==> src/rtl/spi_map.svh <==
// register offsets, field positions, reset values and counts for the serial port
`ifndef SPI_MAP_SVH
`define SPI_MAP_SVH

// register byte offsets
`define OFF_CTRL1     8'h00
`define OFF_STATUS    8'h04
`define OFF_DATA      8'h08

// status field positions and reserved mask
`define BIT_RXF       7
`define BIT_TXE       5
`define BIT_MF        4
`define STAT_ZERO     8'h4F

// control_register_one field positions
`define C_RXIE        7
`define C_EN          6
`define C_TXIE        5
`define C_MASTER_SELECT_BIT        4
`define C_SELECT_OUTPUT_ENABLE        1
`define C_FIEN        0
`define CTRL1_RST     8'h00

// synchroniser lanes
`define SY_SCK        3
`define SY_MOSI       2
`define SY_MISO       1
`define SY_SS         0

// timing
`define TX_MOVE_CYC   2
`define LAST_BIT      3'h7
`define HALF_DIV_DEF  8'h04

`endif

==> src/rtl/spi_pkg.sv <==
// state types for the serial port core and its byte shifter
package spi_pkg;

  typedef enum logic [0:0] {
    ST_IDLE = 1'b0,
    ST_RUN  = 1'b1
  } shf_state_e;

  typedef struct packed {
    shf_state_e state;
    logic [7:0] sh;
    logic [7:0] rx;
    logic [2:0] cnt;
    logic [7:0] div;
    logic       sck;
    logic       sck_d;
    logic       smp;
    logic       done;
  } shf_s;

  typedef struct packed {
    logic [3:0] sy1;
    logic [3:0] sy2;
    logic [7:0] ctrl;
    logic [7:0] tx_buf;
    logic [7:0] rx_buf;
    logic [7:0] rdata;
    logic       tx_empty;
    logic       tx_pend;
    logic       rx_full;
    logic       fault;
    logic       arm_tx;
    logic       arm_rx;
    logic       arm_mf;
  } core_s;

endpackage

==> src/rtl/shift_if.sv <==
// carrier between the buffer core and the byte shifter
`timescale 1ns/10ps
interface shift_if;
  logic       load;
  logic [7:0] load_byte;
  logic       master;
  logic       enable;
  logic       sck_in;
  logic       mosi_in;
  logic       miso_in;
  logic       ss_n_in;
  logic       busy;
  logic       done;
  logic [7:0] rx_byte;
  logic       sck_out;
  logic       sdo;

  modport core (output load, load_byte, master, enable, sck_in, mosi_in, miso_in, ss_n_in,
                input busy, done, rx_byte, sck_out, sdo);
  modport shifter (input load, load_byte, master, enable, sck_in, mosi_in, miso_in, ss_n_in,
                   output busy, done, rx_byte, sck_out, sdo);
endinterface

==> src/rtl/byte_shifter.sv <==
// byte shifter: master clock generation or slave edge sampling, msb first
`timescale 1ns/10ps
`include "spi_map.svh"
module byte_shifter
  import spi_pkg::*;
#(
  parameter logic [7:0] HALF_DIV = `HALF_DIV_DEF
) (
  input wire logic mclk,
  input wire logic resetn,
  shift_if.shifter sif
);

  shf_s r;
  shf_s n;
  logic tick;

  ////////////////////////////////////////////////////////////////
  // half bit period divider, one-cycle enable
  assign tick = (r.div == HALF_DIV - 8'h01);

  // next state of the shifter
  always_comb begin
    n       = r;
    n.done  = 1'b0;
    n.sck_d = sif.sck_in;
    if (!sif.enable) begin
      n.state = ST_IDLE;
      n.sck   = 1'b0;
      n.cnt   = 3'h0;
    end else if (sif.master) begin
      case (r.state)
        ST_IDLE: begin
          if (sif.load) begin
            n.sh    = sif.load_byte;
            n.state = ST_RUN;
            n.cnt   = 3'h0;
            n.div   = 8'h00;
          end
        end
        ST_RUN: begin
          n.div = tick ? 8'h00 : r.div + 8'h01;
          if (tick && !r.sck) begin
            n.sck = 1'b1;
            n.smp = sif.miso_in;
          end else if (tick) begin
            n.sck = 1'b0;
            n.sh  = {r.sh[6:0], r.smp};
            n.cnt = r.cnt + 3'h1;
            if (r.cnt == `LAST_BIT) begin
              n.done  = 1'b1;
              n.rx    = {r.sh[6:0], r.smp};
              n.state = ST_IDLE;
            end
          end
        end
        default: n.state = ST_IDLE;
      endcase
    end else begin
      // slave: byte is preloaded while deselected, frame is the select low time
      if (sif.load) begin
        n.sh = sif.load_byte;
      end
      if (sif.ss_n_in) begin
        n.state = ST_IDLE;
        n.cnt   = 3'h0;
      end else begin
        n.state = ST_RUN;
        if (sif.sck_in && !r.sck_d) begin
          n.smp = sif.mosi_in;
        end else if (!sif.sck_in && r.sck_d) begin
          n.sh  = {r.sh[6:0], r.smp};
          n.cnt = r.cnt + 3'h1;
          if (r.cnt == `LAST_BIT) begin
            n.done = 1'b1;
            n.rx   = {r.sh[6:0], r.smp};
          end
        end
      end
    end
  end

  // state register
  always_ff @(posedge mclk or negedge resetn) begin
    if (!resetn) begin
      r <= '0;
    end else begin
      r <= n;
    end
  end

  assign sif.busy    = (r.state == ST_RUN);
  assign sif.done    = r.done;
  assign sif.rx_byte = r.rx;
  assign sif.sck_out = r.sck;
  assign sif.sdo     = r.sh[7];
endmodule

==> src/rtl/spi_status_data.sv <==
// serial port status and data buffers behind an apb slave
`timescale 1ns/10ps
`include "spi_map.svh"
module spi_status_data
  import spi_pkg::*;
#(
  parameter logic [7:0] HALF_DIV = `HALF_DIV_DEF
) (
  input  wire logic        mclk,
  input  wire logic        resetn,
  input  wire logic        psel,
  input  wire logic        penable,
  input  wire logic        pwrite,
  input  wire logic [7:0]  paddr,
  input  wire logic [31:0] pwdata,
  output logic      [31:0] prdata,
  output logic             pready,
  output logic             pslverr,
  output logic             irq,
  input  wire logic        sclk_in,
  output logic             sclk_out,
  output logic             sclk_oe,
  input  wire logic        mosi_in,
  output logic             mosi_out,
  output logic             mosi_oe,
  input  wire logic        miso_in,
  output logic             miso_out,
  output logic             miso_oe,
  input  wire logic        ss_n_in,
  output logic             ss_n_out,
  output logic             ss_n_oe
);

  localparam int MOVE_MAX = `TX_MOVE_CYC;

  core_s r;
  core_s n;
  shift_if sif ();

  logic       acc;
  logic       mapped;
  logic       rd_stat;
  logic       rd_data;
  logic       wr_ctrl;
  logic       wr_data;
  logic       clr_rx;
  logic       clr_mf;
  logic       take_wr;
  logic       do_load;
  logic       fault_mode;
  logic       en;
  logic       master_select_bit;
  logic [7:0] stat;

  ////////////////////////////////////////////////////////////////
  // apb decode: zero wait states, unmapped address answers with error
  assign acc     = psel & penable;
  assign mapped  = (paddr == `OFF_CTRL1) | (paddr == `OFF_STATUS) | (paddr == `OFF_DATA);
  assign pready  = 1'b1;
  assign pslverr = acc & !mapped;
  assign prdata  = {24'h00_0000, r.rdata};
  assign rd_stat = acc & !pwrite & (paddr == `OFF_STATUS);
  assign rd_data = acc & !pwrite & (paddr == `OFF_DATA);
  assign wr_ctrl = acc & pwrite & (paddr == `OFF_CTRL1);
  assign wr_data = acc & pwrite & (paddr == `OFF_DATA);

  // control bits the flags depend on
  assign en   = r.ctrl[`C_EN];
  assign master_select_bit = r.ctrl[`C_MASTER_SELECT_BIT];

  // handshake qualifiers; write to status is decoded nowhere
  assign clr_rx  = rd_data & r.arm_rx & r.rx_full;
  assign clr_mf  = wr_ctrl & r.arm_mf & r.fault;
  assign take_wr = wr_data & r.arm_tx & r.tx_empty;
  assign do_load = r.tx_pend & !sif.busy & en;
  assign fault_mode = en & master_select_bit & r.ctrl[`C_FIEN] & !r.ctrl[`C_SELECT_OUTPUT_ENABLE];

  // status image, reserved positions stay zero
  always_comb begin
    stat           = 8'h00;
    stat[`BIT_RXF] = r.rx_full;
    stat[`BIT_TXE] = r.tx_empty;
    stat[`BIT_MF]  = r.fault;
  end

  ////////////////////////////////////////////////////////////////
  // next state of the core
  always_comb begin
    n     = r;
    // two flops on every pin input; only the second one is read
    n.sy1 = {sclk_in, mosi_in, miso_in, ss_n_in};
    n.sy2 = r.sy1;

    // read data captured in setup so the access phase returns a flop
    if (psel && !penable && !pwrite) begin
      case (paddr)
        `OFF_CTRL1:  n.rdata = r.ctrl;
        `OFF_STATUS: n.rdata = stat;
        `OFF_DATA:   n.rdata = r.rx_buf;
        default:     n.rdata = 8'h00;
      endcase
    end

    // status read arms each clear by the value software actually saw
    if (rd_stat) begin
      n.arm_tx = r.rdata[`BIT_TXE];
      n.arm_rx = r.rdata[`BIT_RXF];
      n.arm_mf = r.rdata[`BIT_MF];
    end

    if (wr_ctrl) begin
      n.ctrl   = pwdata[7:0];
      n.arm_mf = 1'b0;
    end

    // accepted data write queues a byte; an unarmed one is dropped
    if (take_wr) begin
      n.tx_buf   = pwdata[7:0];
      n.tx_pend  = 1'b1;
      n.tx_empty = 1'b0;
      n.arm_tx   = 1'b0;
    end

    // queued byte into an idle shifter frees the buffer
    if (do_load) begin
      n.tx_pend  = 1'b0;
      n.tx_empty = 1'b1;
    end

    if (clr_rx) begin
      n.arm_rx = 1'b0;
    end

    // end of transfer: an unread old byte wins, the new byte is dropped
    // silently, there is deliberately no overrun flag
    if (sif.done && (!r.rx_full || clr_rx)) begin
      n.rx_buf = sif.rx_byte;
    end
    n.rx_full = sif.done | (r.rx_full & !clr_rx);

    // fault set beats a clear in the same cycle
    n.fault = (fault_mode & !r.sy2[`SY_SS]) | (r.fault & !clr_mf);
    if (clr_mf) begin
      n.arm_mf = 1'b0;
    end
  end

  // state register; transmit buffer starts empty
  always_ff @(posedge mclk or negedge resetn) begin
    if (!resetn) begin
      r          <= '0;
      r.ctrl     <= `CTRL1_RST;
      r.tx_empty <= 1'b1;
    end else begin
      r <= n;
    end
  end

  ////////////////////////////////////////////////////////////////
  // interrupt request, a level from flag and enable flops
  assign irq = (r.tx_empty & r.ctrl[`C_TXIE])
             | ((r.rx_full | r.fault) & r.ctrl[`C_RXIE]);

  // shifter hookup
  assign sif.load      = do_load;
  assign sif.load_byte = r.tx_buf;
  assign sif.master    = master_select_bit;
  assign sif.enable    = en;
  assign sif.sck_in    = r.sy2[`SY_SCK];
  assign sif.mosi_in   = r.sy2[`SY_MOSI];
  assign sif.miso_in   = r.sy2[`SY_MISO];
  assign sif.ss_n_in   = r.sy2[`SY_SS];

  byte_shifter #(
    .HALF_DIV (HALF_DIV)
  ) u_shifter (
    .mclk   (mclk),
    .resetn (resetn),
    .sif    (sif)
  );

  // pins: master drives clock and mosi, a selected slave drives miso
  assign sclk_out = sif.sck_out;
  assign sclk_oe  = en & master_select_bit;
  assign mosi_out = sif.sdo;
  assign mosi_oe  = en & master_select_bit;
  assign miso_out = sif.sdo;
  assign miso_oe  = en & !master_select_bit & !r.sy2[`SY_SS];
  assign ss_n_out = !sif.busy;
  assign ss_n_oe  = en & master_select_bit & r.ctrl[`C_FIEN] & r.ctrl[`C_SELECT_OUTPUT_ENABLE];
endmodule

==> config.mk <==
export PLATFORM = sky130hd
export DESIGN_NAME = spi_status_data
export DESIGN_NICKNAME = d
export VERILOG_FILES = /design/src/rtl/spi_pkg.sv /design/src/rtl/shift_if.sv /design/src/rtl/byte_shifter.sv /design/src/rtl/spi_status_data.sv
export VERILOG_INCLUDE_DIRS = /design/src /design/src/rtl
export SDC_FILE = /design/constraint.sdc
export NUM_CORES = 1
export LEC_CHECK = 0
export BUFFER_PORTS_ARGS = -buffer_cell sky130_fd_sc_hd__buf_2
export CAP_MARGIN = 20
export CORE_MARGIN = 5
export CORE_UTILIZATION = 40
export CTS_BUF_LIST = sky130_fd_sc_hd__clkbuf_4 sky130_fd_sc_hd__clkbuf_8
export DETAILED_ROUTE_END_ITERATION = 8
export PLACE_DENSITY = 0.63
export SYNTH_ARGS = -nofsm -noshare
export SYNTH_HDL_FRONTEND = slang
export SYNTH_SLANG_ARGS = --single-unit
==> constraint.sdc <==
create_clock -name mclk -period 1.7 [get_ports mclk]
set_input_delay 0.34 -clock mclk [delete_from_list [all_inputs] [get_ports mclk]]
set_output_delay 0.34 -clock mclk [all_outputs]
set_load 0.1 [all_outputs]
==> metrics.md, run 1 <==
| Metric | Value |
|---|---|
| Placer congestion estimate | between 0.8 and 0.9 |
| Pleak | roughly 2.4 nW |
| CTS clk-pin slew, worst paths | approximately 80 ps |
| Inst Count DP | 550 |
| Cell breakdown of the critical path | nand4_1, or4_4, mux2_4 |
| Vias per inst | 4.93 |
| Cell count after synthesis | 360 |
| Wire per inst | between 15 and 20 um |
| Hold Vio Cnt, Final | 0 |
| Routed vias | between 2000 and 3000 |
| RSZ-0062 raised after global routing | true |
| Layout cells sized above 1 | a little over two fifths |
| Setup crit end kind | flip-flop |
| Die height | 110 um |
| Register area share after synthesis | between 40% and 50% |
| Setup Crit Path Kind | flip-flop to flip-flop |
| Most common cell after layout, fill and taps aside | dfrtp_1 |
| Post-synth EDFFs | 0 |
| Port bufs | 42 |
| Pin count of the biggest net entering global routing | 35 |
| Async SR Flop Fraction | between 90% and 100% |
| Layout Cells excl Fill | about 580 |
| Antenna-violating nets left | 0 |
| Clock sinks | between 70 and 80 |
| Die width | 110 um |
| First-pass GRT wire length | roughly 14000 um |
| Main flop type after synthesis | dfrtp_1 |
| Clk Latency, worst-skew pair | approximately 350 ps |
| Syn avg cell area | roughly 11 um2 |
| Synthesized flop and latch total | 79 |
| Post-DP HPWL | 6500 um |
| Syn Std Cell Area | between 0.003 and 0.004 mm2 |
| Max Clk Rate | roughly 600 MHz |
| Crit Path Max Fanout | 11 |
| Iteration count of the initial detailed-routing pass | 4 |
| Root buffer cell | clkbuf_8 |
| Vias in the first global route | 2900 |
| Die area | 0.0121 mm2 |
| Clock Skew | roughly 10 ps |
| Post-layout util | between 50% and 60% |
| GRT Overall Usage | 15.6% |
| Startpoint Class | flip-flop |
| H-tree levels | 3 |
| Ant diodes | 0 |
| Yosys cell types | 47 |
| Rows | 36 |
| Max stage delay on crit path | 570 ps |
| Final Cell Area | just over 0.005 mm2 |
| Starting Density | roughly 40% |
| Most frequent cells in the layout | dfrtp_1 (74), buf_4 (42), buf_2 (34) |
| Slack of the critical path | between 10 and 15 ps |
| Fin nets | 491 |
| Fin crit share | 99.3% |
| Total global routing overflow | 0 |
| Worst slack at placement | -248 ps |
| Max capacitance violation total | 0 |
| Slowest CP cell | dfstp_2 |
| Minimum clock period | ~1700 ps |
| Core footprint | a little under 0.01 mm2 |
| Iteration-0 DRC Markers | between 90 and 100 |
| Fin. max-slew vios | 0 |
| Fill cells | slightly below 900 |
| Arr. time, crit path | approximately 1900 ps |
| Critical path required time | slightly below 2000 ps |
| Routed WL | a little over 9000 um |
| DRC violations left | 0 |
| Status | completed |
| Cell area power density | approximately 740 mW/mm2 |
| Initial antenna violation count | 0 |
| Hold/Removal Path Class | input port to flip-flop |
| TritonCTS buffer count | 9 |
| Worst vdd ir | 0.590 mV |
| Area post-placement | ~0.0047 mm2 |
| Setup violators final | 0 |
| Total number of yosys warnings | 0 |
| # IOs | around 90 |
| Area delta synth->final | 27.0% |
| WHS | 89.3 ps |
| CTS max path bufs | 2 |
| CTS tree | done |
==> cell type report <==
class / instances / area (um2) / share of cell area (%)
Sequential cell: 79 / 1990 / 39.2
Multi-Input combinational cell: 243 / 1930 / 38.1
Timing Repair Buffer: 92 / 761 / 15.0
Tap cell: 133 / 166 / 3.28
Clock buffer: 11 / 139 / 2.74
Inverter: 14 / 52.6 / 1.04
Clock inverter: 5 / 35.0 / 0.691
==> stage by stage <==
step / setup TNS, ps / power (mW)
floorplan: -3210 / 2.40
global placement: -3660 / 2.50
detailed placement: -4400 / 2.50
CTS: -145 / 3.77
global route: -530 / 3.91
finish: 0 / 3.75
==> synth_stat cells (all sizes together) (2+ instances only) <==
cell / number / area, um2
nor4: 2 / 42.5
inv: 14 / 52.6
nand3: 6 / 30.0
xnor2: 6 / 52.6
and2: 6 / 37.5
o21ai: 29 / 145
a21boi: 3 / 26.3
or3b: 2 / 17.5
nor2: 18 / 67.6
and3: 3 / 18.8
conb: 2 / 7.51
nor3: 2 / 10.0
and4b: 5 / 50.1
a31oi: 10 / 62.6
a22o: 3 / 26.3
dfrtp: 78 / 1950
clkbuf: 9 / 33.8
o22ai: 8 / 50.1
a21o: 3 / 22.5
mux2: 43 / 510
nand2: 21 / 78.8
mux2i: 10 / 100
buf: 38 / 283
o31ai: 9 / 67.6
or2: 3 / 18.8
nand4: 4 / 25.0
nor2b: 3 / 18.8
a21oi: 6 / 33.8
ha: 3 / 37.5
==> sequential cells by signal, indices dropped and copies added, names as in the netlist <==
signal,flops
u_shifter.sif.sck_out,1
sif.load_byte,8
master_select_bit,1
prdata,8
u_shifter.sif.done,1
u_shifter.sif.rx_byte,8
r,25
u_shifter.sif.busy,1
en,1
n,4
u_shifter.r,20
u_shifter.sif.sdo,1
==> power breakdown <==
group / switching [mW] / internal, mW / total [mW]
combinational: 0.412 / 0.131 / 0.544
clock: 0.682 / 0.563 / 1.24
sequential: 0.0407 / 1.92 / 1.96
==> logic make-up (layout without fill, tap and decap cells) <==
family,after synthesis,in the layout,share of synthesized area [%]
xor gates and xnor gates,7,7,1.54
AOI/OAI and AO/OA,74,74,11.5
DFF,79,79,49.6
adders and majority gates,3,3,0.941
other,2,25,0.188
and+or+nand+nor,81,81,11.7
muxes,53,53,15.3
buffers and inverters,61,122,9.25
==> what timing repair did <==
item                                    CTS  global route
buffers inserted                          7             4
hold buffers                              1             0
pin swaps                                 3             5
gates cloned                              0             0
endpoints found under the setup margin   26            32
hold endpoints to repair                 27             0
resized for setup                         9            24
==> worst max-delay path: cells and delay by family, from the launching register on <==
| family | cells | cell delay [ps] |
|---|---|---|
| flops | 1 | 570 |
| mux | 1 | 350 |
| simple gates | 2 | 660 |
==> path summary, 6_finish.rpt <==
| path | from | to | slack, ps | cells after the start |
|---|---|---|---|---|
| worst max-delay path | r[6] | sif.load_byte[6] | 10 | 3 |
| worst min-delay path | sclk_in | n[42] | 90 | 1 |
| worst max register to register | r[6] | sif.load_byte[6] | 10 | 3 |
| worst min register to register | n[40] | r[40] | 350 | 0 |
| max in group asynchronous | resetn | u_shifter.sif.rx_byte[7] | 660 | 3 |
| min in group asynchronous | resetn | sif.load_byte[3] | 440 | 2 |
==> layer usage <==
metal  share of wire [%]  track usage (%)  wire length [um]  up-vias
li1                    -                -                 -     1374
met1                  43             19.9              3910     1390
met2                  50             26.4              4540       70
met3                 6.0             4.05               546       11
met4                0.90             3.74                82        0
met5                   0                0                 0        -
Power figures use the tool's default switching activity.
==> run 2, diff against run 1 <==
Clock period 1.7 ns to 1.4 ns, I/O delays scaled along.
==> run 2 against run 1 <==
  * The run now ends with setup timing left
  * Cell count grew 5.4%
  * Die area is the same
  * First-iteration DRC count grew 110%
  * Count of clock-buffer cells in the layout shrank 1
  * Register-to-register slack lost 340 ps
  * Cell area grew 12%
  * Clock power grew 44%
  * Sequential share of layout area shrank 4.2 points
  * Largest cell class is now multi-input combinational cells
  * Highest routed layer unchanged
==> metrics.md, run 2 (same netlist as run 1, synthesis figures left out) <==
| Metric | Value |
|---|---|
| Status | complete, but fails checks (was completed) |
| Failing checks | setup timing |
| Largest registers | r (25), u_shifter.r (20) (unchanged) |
| CTS max path bufs | 2 (unchanged) |
| Most frequent cells in the layout | dfrtp_1 (75), buf_4 (68), mux2_4 (33) (was dfrtp_1 (74), buf_4 (42), buf_2 (34)) |
| Most flop-heavy register | r (unchanged) |
| Placer congestion estimate | 0.860 (was 0.806) |
| Critical path required time | 1630 ps (was 1930 ps) |
| Startpoint Class | flip-flop (unchanged) |
| Hold Vio Cnt, Final | 0 (unchanged) |
| Inst Count DP | 576 (was 550) |
| Die width | 110 um (unchanged) |
| Pin count of the biggest net entering global routing | 27 (was 35) |
| Area delta synth->final | 42.2% (was 27.0%) |
| Area post-placement | 0.00504 mm2 (was 0.00470 mm2) |
| CTS clk-pin slew, worst paths | 80 ps (about the same) |
| Vias in the first global route | 3102 (was 2900) |
| Routed vias | 3040 (was 2845) |
| Fin nets | 522 (was 491) |
| H-tree levels | 3 (unchanged) |
| Antenna-violating nets left | 0 (unchanged) |
| Setup Crit Path Kind | flip-flop to flip-flop (unchanged) |
| Vias per inst | 5.00 (was 4.93) |
| Worst setup path endpoint | u_shifter.sif.rx_byte[0] (was sif.load_byte[6]) |
| Clock sinks | 79 (unchanged) |
| Hold path cells | 1 (unchanged) |
| Final Cell Area | 0.00568 mm2 (was 0.00507 mm2) |
| Fin crit share | 123% (was 99.3%) |
| CTS tree | done (unchanged) |
| Die height | 110 um (unchanged) |
| Root buffer cell | clkbuf_8 (unchanged) |
| Routed WL | 9720 um (was 9070 um) |
| Hold/Removal Path Class | input port to flip-flop (unchanged) |
| Layout cells sized above 1 | 49.1% (was 41.9%) |
| Total global routing overflow | 0 (unchanged) |
| DRC violations left | 0 (unchanged) |
| R2R cell count | 6 (was 3) |
| RSZ-0062 raised after global routing | true (unchanged) |
| Slack of the critical path | -327 ps (was 11.9 ps) |
| Iteration-0 DRC Markers | 196 (was 94) |
| Post-DP HPWL | 6720 um (was 6500 um) |
| Reg-to-reg startpoint | u_shifter.r[4] (was r[6]) |
| GRT Overall Usage | 16.9% (was 15.6%) |
| Reg-to-reg slack, setup | -330 ps (was 10 ps) |
| Max reg flops | 25 (unchanged) |
| Cell area power density | 866 mW/mm2 (was 740 mW/mm2) |
| Fin. max-slew vios | 0 (unchanged) |
| First-pass GRT wire length | 15800 um (was 14500 um) |
| Clock Skew | 10.1 ps (was 9.99 ps) |
| Minimum clock period | 1730 ps (was 1690 ps) |
| Max capacitance violation total | 0 (unchanged) |
| Clk Latency, worst-skew pair | 350 ps (about the same) |
| Max Clk Rate | 579 MHz (was 592 MHz) |
| Die area | 0.0121 mm2 (unchanged) |
| Reg2reg end | u_shifter.sif.rx_byte[0] (was sif.load_byte[6]) |
| TritonCTS buffer count | 9 (unchanged) |
| Arr. time, crit path | 1960 ps (was 1920 ps) |
| Crit path from | u_shifter.r[4] (was r[6]) |
| Crit Path Max Fanout | 9 (was 11) |
| Setup violators final | 49 (was 0) |
| Layout Cells excl Fill | 608 (was 577) |
| Initial antenna violation count | 0 (unchanged) |
| Pleak | 2.65 nW (was 2.42 nW) |
| Starting Density | 40.8% (unchanged) |
| Iteration count of the initial detailed-routing pass | 4 (unchanged) |
| Core footprint | 0.00977 mm2 (unchanged) |
| Most common cell after layout, fill and taps aside | dfrtp_1 (unchanged) |
| Rows | 36 (unchanged) |
| Wire per inst | 16.0 um (was 15.7 um) |
| # IOs | 92 (unchanged) |
| Port bufs | 42 (unchanged) |
| Worst vdd ir | 0.756 mV (was 0.590 mV) |
| Ant diodes | 0 (unchanged) |
| Setup crit end kind | flip-flop (unchanged) |
[run 2: changes by cell type in the layout (fill, tap and decap cells not counted), sizes merged]
cell    change
buf        +30
inv         +3
bufinv      +1
clkbuf      -1
or4         +1
clkinv      -3
[run 2: worst max-delay path, cell delays in order (launching register included)]
cell and delay, ps:
dfrtp_1 360, ha_1 180, and4bb_2 290, nand3_2 130, a21oi_4 190, buf_12 160
mux2_4 300
[run 2: per-layer routing]
metal | wire length, um | track usage (%) | share of wire, % | up-vias
li1 | - | - | - | 1442
met1 | 4110 | 21.8 | 42 | 1487
met2 | 4930 | 28.6 | 51 | 97
met3 | 566 | 4.23 | 5.8 | 14
met4 | 113 | 3.56 | 1.2 | 0
met5 | 0 | 0 | 0 | -
[run 2: worst min path at each step]
| stage | start | slack, ps | end |
|---|---|---|---|
| global placement | resetn | 230 | u_shifter.sif.rx_byte[3] |
| CTS | miso_in | 10 | n[40] |
| detailed placement | resetn | 240 | u_shifter.sif.rx_byte[3] |
| floorplan | resetn | -20 | en |
| finish | miso_in | 30 | n[40] |
| global route | mosi_in | 5 | n[41] |
[run 2: cell type report]
class,count,area (um2)
Fill cell,807,4100
Inverter,14,55.1
Timing Repair Buffer,122,1160
Clock buffer,10,138
Sequential cell,79,1980
Tap cell,133,166
Clock inverter,6,75.1
Multi-Input combinational cell,244,2100
[run 2: what timing repair did]
item,4_1_cts,5_1_grt
cloned,1,0
gates resized for setup,61,17
endpoints found under the hold margin,22,0
buffers inserted,12,3
pin swaps,27,11
hold buffers,1,0
endpoints found under the setup margin,62,66
[run 2: power breakdown]
group	total [mW]	internal, mW	switching (mW)
logic	0.736	0.208	0.528
clock network	1.79	0.901	0.890
registers	2.39	2.33	0.0555
total	4.91	3.44	1.47
[run 2: through the flow]
step	setup slack, ps	power [mW]	utilization (%)	setup TNS [ps]	hold slack (ps)
after detailed placement	-409	3.09	51.5	-18300	236
after global placement	-398	3.08	51.5	-17920	229
final	-327	4.91	58.1	-10670	29.2
after CTS	-348	4.94	57.2	-11120	14.3
after floorplan	-384	2.93	-	-13950	-15.6
after global routing	-407	5.11	58.1	-14800	5.00
==> run 3, diff against run 2 <==
Settings changed: ABC_AREA from default to 1, HOLD_SLACK_MARGIN from default to 0.12, PLACE_DENSITY 0.63 to 0.61.
==> run 3 against run 2 <==
  * The run still ends with setup timing left
  * Synthesized cell count is 67% higher
  * Fmax increased by 6.2%
  * Cell count grew 39%
  * Cell area up 13%
  * Clock power rose by 3%
  * Wire length increased by 26%
  * Hold slack gained 170 ps
  * Clock skew hardly changed
  * Sequential power shrank 2%
  * Area after synthesis is 15% higher
  * Critical endpoint is now ss_n_oe
  * Largest cell class unchanged
  * Largest power group unchanged
  * Highest routed layer unchanged
==> metrics.md, run 3 <==
| Metric | Value |
|---|---|
| Fin Setup TNS | -4050 ps (was -10670 ps) |
| Setup violators final | 35 (was 49) |
| Core footprint | 0.0113 mm2 (was 0.00977 mm2) |
| Vias in the first global route | 4043 (was 3102) |
| CTS max path bufs | 2 (unchanged) |
| Failing checks | setup timing (unchanged) |
| Total number of yosys warnings | 0 (unchanged) |
| Register area share after synthesis | 43.1% (was 49.6%) |
| Clock sinks | 79 (unchanged) |
| Routed vias | 4137 (was 3040) |
| Setup crit end kind | output pin (was flip-flop) |
| Hold/Removal Path Class | input port to flip-flop (unchanged) |
| Fill cells | 1007 (was 807) |
| Hold Vio Cnt, Final | 0 (unchanged) |
| Iteration count of the initial detailed-routing pass | 5 (was 4) |
| Post-layout util | 56.7% (was 58.1%) |
| Pleak | 3.11 nW (was 2.65 nW) |
| Arr. time, crit path | 1350 ps (was 1960 ps) |
| Setup Crit Path Kind | flip-flop to output pin (was flip-flop to flip-flop) |
| Most common cell after layout, fill and taps aside | nand2_1 (was dfrtp_1) |
| Layout cells sized above 1 | 34.9% (was 49.1%) |
| Most frequent cells in the layout | nand2_1 (201), dfrtp_1 (75), buf_4 (54) (was dfrtp_1 (75), buf_4 (68), mux2_4 (33)) |
| Synth top area cells | dfrtp_1 (43%), nand2_1 (18%), buf_4 (6.2%), nand4_1 (4.8%), inv_1 (4.1%) (was dfrtp_1 (49%), mux2_2 (10%), buf_4 (6.6%), o21ai_0 (3.6%), mux2_4 (2.6%)) |
| CTS clk-pin slew, worst paths | 80 ps (about the same) |
| Synth top area share | 42.5% (was 48.9%) |
| Area delta synth->final | 39.9% (was 42.2%) |
| Syn avg cell area | 7.65 um2 (was 11.1 um2) |
| Total global routing overflow | 0 (unchanged) |
| Crit Path Max Fanout | 3 (was 9) |
| Worst vdd ir | 0.636 mV (was 0.756 mV) |
| Rows | 39 (was 36) |
| CTS tree | done (unchanged) |
| Biggest area consumer among synthesized cells | dfrtp_1 (unchanged) |
| Cell area power density | 769 mW/mm2 (was 866 mW/mm2) |
| Fin crit share | 116% (was 123%) |
| Top cells by count, synth | nand2_1 (217), dfrtp_1 (78), inv_1 (50), buf_4 (38), nor2_1 (37) (was dfrtp_1 (78), mux2_2 (36), buf_4 (35), o21ai_0 (29), nand2_1 (21)) |
| RSZ-0062 raised after global routing | true (unchanged) |
| Starting Density | 40.5% (was 40.8%) |
| Post-DP HPWL | 8520 um (was 6720 um) |
| Yosys cell types | 43 (was 47) |
| Max reg flops | 25 (unchanged) |
| Clock Skew | 10.3 ps (was 10.1 ps) |
| Clk Latency, worst-skew pair | 360 ps (was 350 ps) |
| Die area | 0.0137 mm2 (was 0.0121 mm2) |
| GRT Overall Usage | 18.4% (was 16.9%) |
| Placer congestion estimate | 0.846 (was 0.860) |
| DRC violations left | 0 (unchanged) |
| Footprint of the multi-input gates | 0.00258 mm2 (was 0.00210 mm2) |
| Initial antenna violation count | 0 (unchanged) |
| Main flop type after synthesis | dfrtp_1 (unchanged) |
| Root buffer cell | clkbuf_8 (unchanged) |
| # IOs | 92 (unchanged) |
| Max capacitance violation total | 0 (unchanged) |
| Port bufs | 42 (unchanged) |
| Max Clk Rate | 615 MHz (was 579 MHz) |
| First-pass GRT wire length | 19600 um (was 15800 um) |
| Vias per inst | 4.90 (was 5.00) |
| Most flop-heavy register | r (unchanged) |
| Die width | 117 um (was 110 um) |
| Largest registers | r (25), u_shifter.r (20) (unchanged) |
| Status | complete, but fails checks (unchanged) |
| Startpoint Class | flip-flop (unchanged) |
| Synthesized flop and latch total | 79 (unchanged) |
| Fin. max-slew vios | 0 (unchanged) |
| Iteration-0 DRC Markers | 272 (was 196) |
| WHS | 197 ps (was 29.2 ps) |
| Async SR Flop Fraction | 100% (unchanged) |
| Ant diodes | 0 (unchanged) |
| Fin nets | 749 (was 522) |
| Minimum clock period | 1630 ps (was 1730 ps) |
| Pin count of the biggest net entering global routing | 28 (was 27) |
| Syn Std Cell Area | 0.00459 mm2 (was 0.00399 mm2) |
| TritonCTS buffer count | 9 (unchanged) |
| Cell count after synthesis | 600 (was 360) |
| Most frequent cell after synthesis | nand2_1 (was dfrtp_1) |
| H-tree levels | 3 (unchanged) |
| Die height | 117 um (was 110 um) |
| Antenna-violating nets left | 0 (unchanged) |
| Post-synth EDFFs | 0 (unchanged) |
| Wire per inst | 14.5 um (was 16.0 um) |
| Slack of the critical path | -226 ps (was -327 ps) |
| Reg area | 0.00198 mm2 (unchanged) |
| Critical path required time | 1120 ps (was 1630 ps) |
| Routed WL | 12200 um (was 9720 um) |
[run 3: changes by cell type in the layout (fill, tap and decap cells not counted), sizes merged, moves of 6 or more]
| cell | previous run | this run |
|---|---|---|
| buf | 121 | 112 |
| xnor2 | 6 | 0 |
| nand3 | 6 | 37 |
| nor2 | 18 | 45 |
| nand2 | 21 | 224 |
| mux2 | 43 | 0 |
| inv | 17 | 56 |
| o22ai | 8 | 1 |
| nand4 | 4 | 38 |
| nor3 | 2 | 8 |
| a21oi | 6 | 14 |
| mux2i | 10 | 1 |
| o31ai | 9 | 1 |
| a31oi | 10 | 1 |
[run 3: final cells by class]
class | count | share of cell area (%)
Tap cell | 143 | 2.79
Inverter | 57 | 3.82
Sequential cell | 79 | 30.9
Timing Repair Buffer | 117 | 19.0
Multi-Input combinational cell | 433 | 40.2
Clock inverter | 7 | 1.36
Clock buffer | 9 | 1.93
[run 3: critical path: stages (launching register included)]
cell	delay (ps)
dfrtp_2	420
buf_12	120
nand2_8	60
inv_16	70
nand2_8	40
nor2_4	100
buf_12	180
[run 3: what timing repair did]
action	CTS	global route
gates resized for setup	41	72
pin swaps	8	19
endpoints found under the hold margin	26	0
setup endpoints to repair	35	38
gates cloned	1	1
hold buffers	5	0
buffers inserted	14	11
[run 3: worst paths after layout]
kind	endpoint	start	depth (start not counted)	slack (ps)
min in group asynchronous	u_shifter.r[24]	resetn	2	370
setup reg to reg	u_shifter.sif.rx_byte[7]	master_select_bit	9	-190
hold / removal	sif.load_byte[1]	pwdata[1]	3	200
hold reg to reg	r[40]	n[40]	0	350
max in group asynchronous	r[6]	resetn	3	500
setup / recovery	ss_n_oe	en	6	-230
[run 3: report_power, final]
part           switching, mW  total (mW)  leakage, nW  internal, mW
sequential            0.0295        2.34         1.06          2.32
combinational          0.575       0.754         1.94         0.179
clock                  0.846        1.84        0.109         0.991
total                   1.45        4.93         3.11          3.48
[run 3: stage by stage]
stage	power [mW]	cell area (um2)	std cells	worst slack, ps
6_report	4.93	6420	845	-226
5_1_grt	5.16	6420	845	-292
4_1_cts	4.93	5990	834	-247
3_5_place_dp	3.07	5450	798	-161
3_3_place_gp	3.06	5450	798	-97.1
2_1_floorplan	2.92	4870	623	-552
[run 3: cells by family (layout without fill, tap and decap cells)]
logic type | Yosys count | after routing | synth area share [%]
XOR/XNOR | 1 | 1 | 0.191
flip-flops | 79 | 79 | 43.1
buffers and inverters | 113 | 190 | 13.4
AO/OA/AOI/OAI | 46 | 46 | 6.63
AND/OR/NAND/NOR | 355 | 357 | 35.5
multiplexers | 1 | 1 | 0.218
other | 2 | 25 | 0.164
adder cells (fa/ha/maj) | 3 | 3 | 0.818
[run 3: layer usage]
layer,GRT usage (%),part of all wire (%),routed length [um]
met3,3.91,3.9,482
met2,31.7,52,6360
met4,5.58,2.1,251
met1,23.3,42,5130
met5,0,0,0
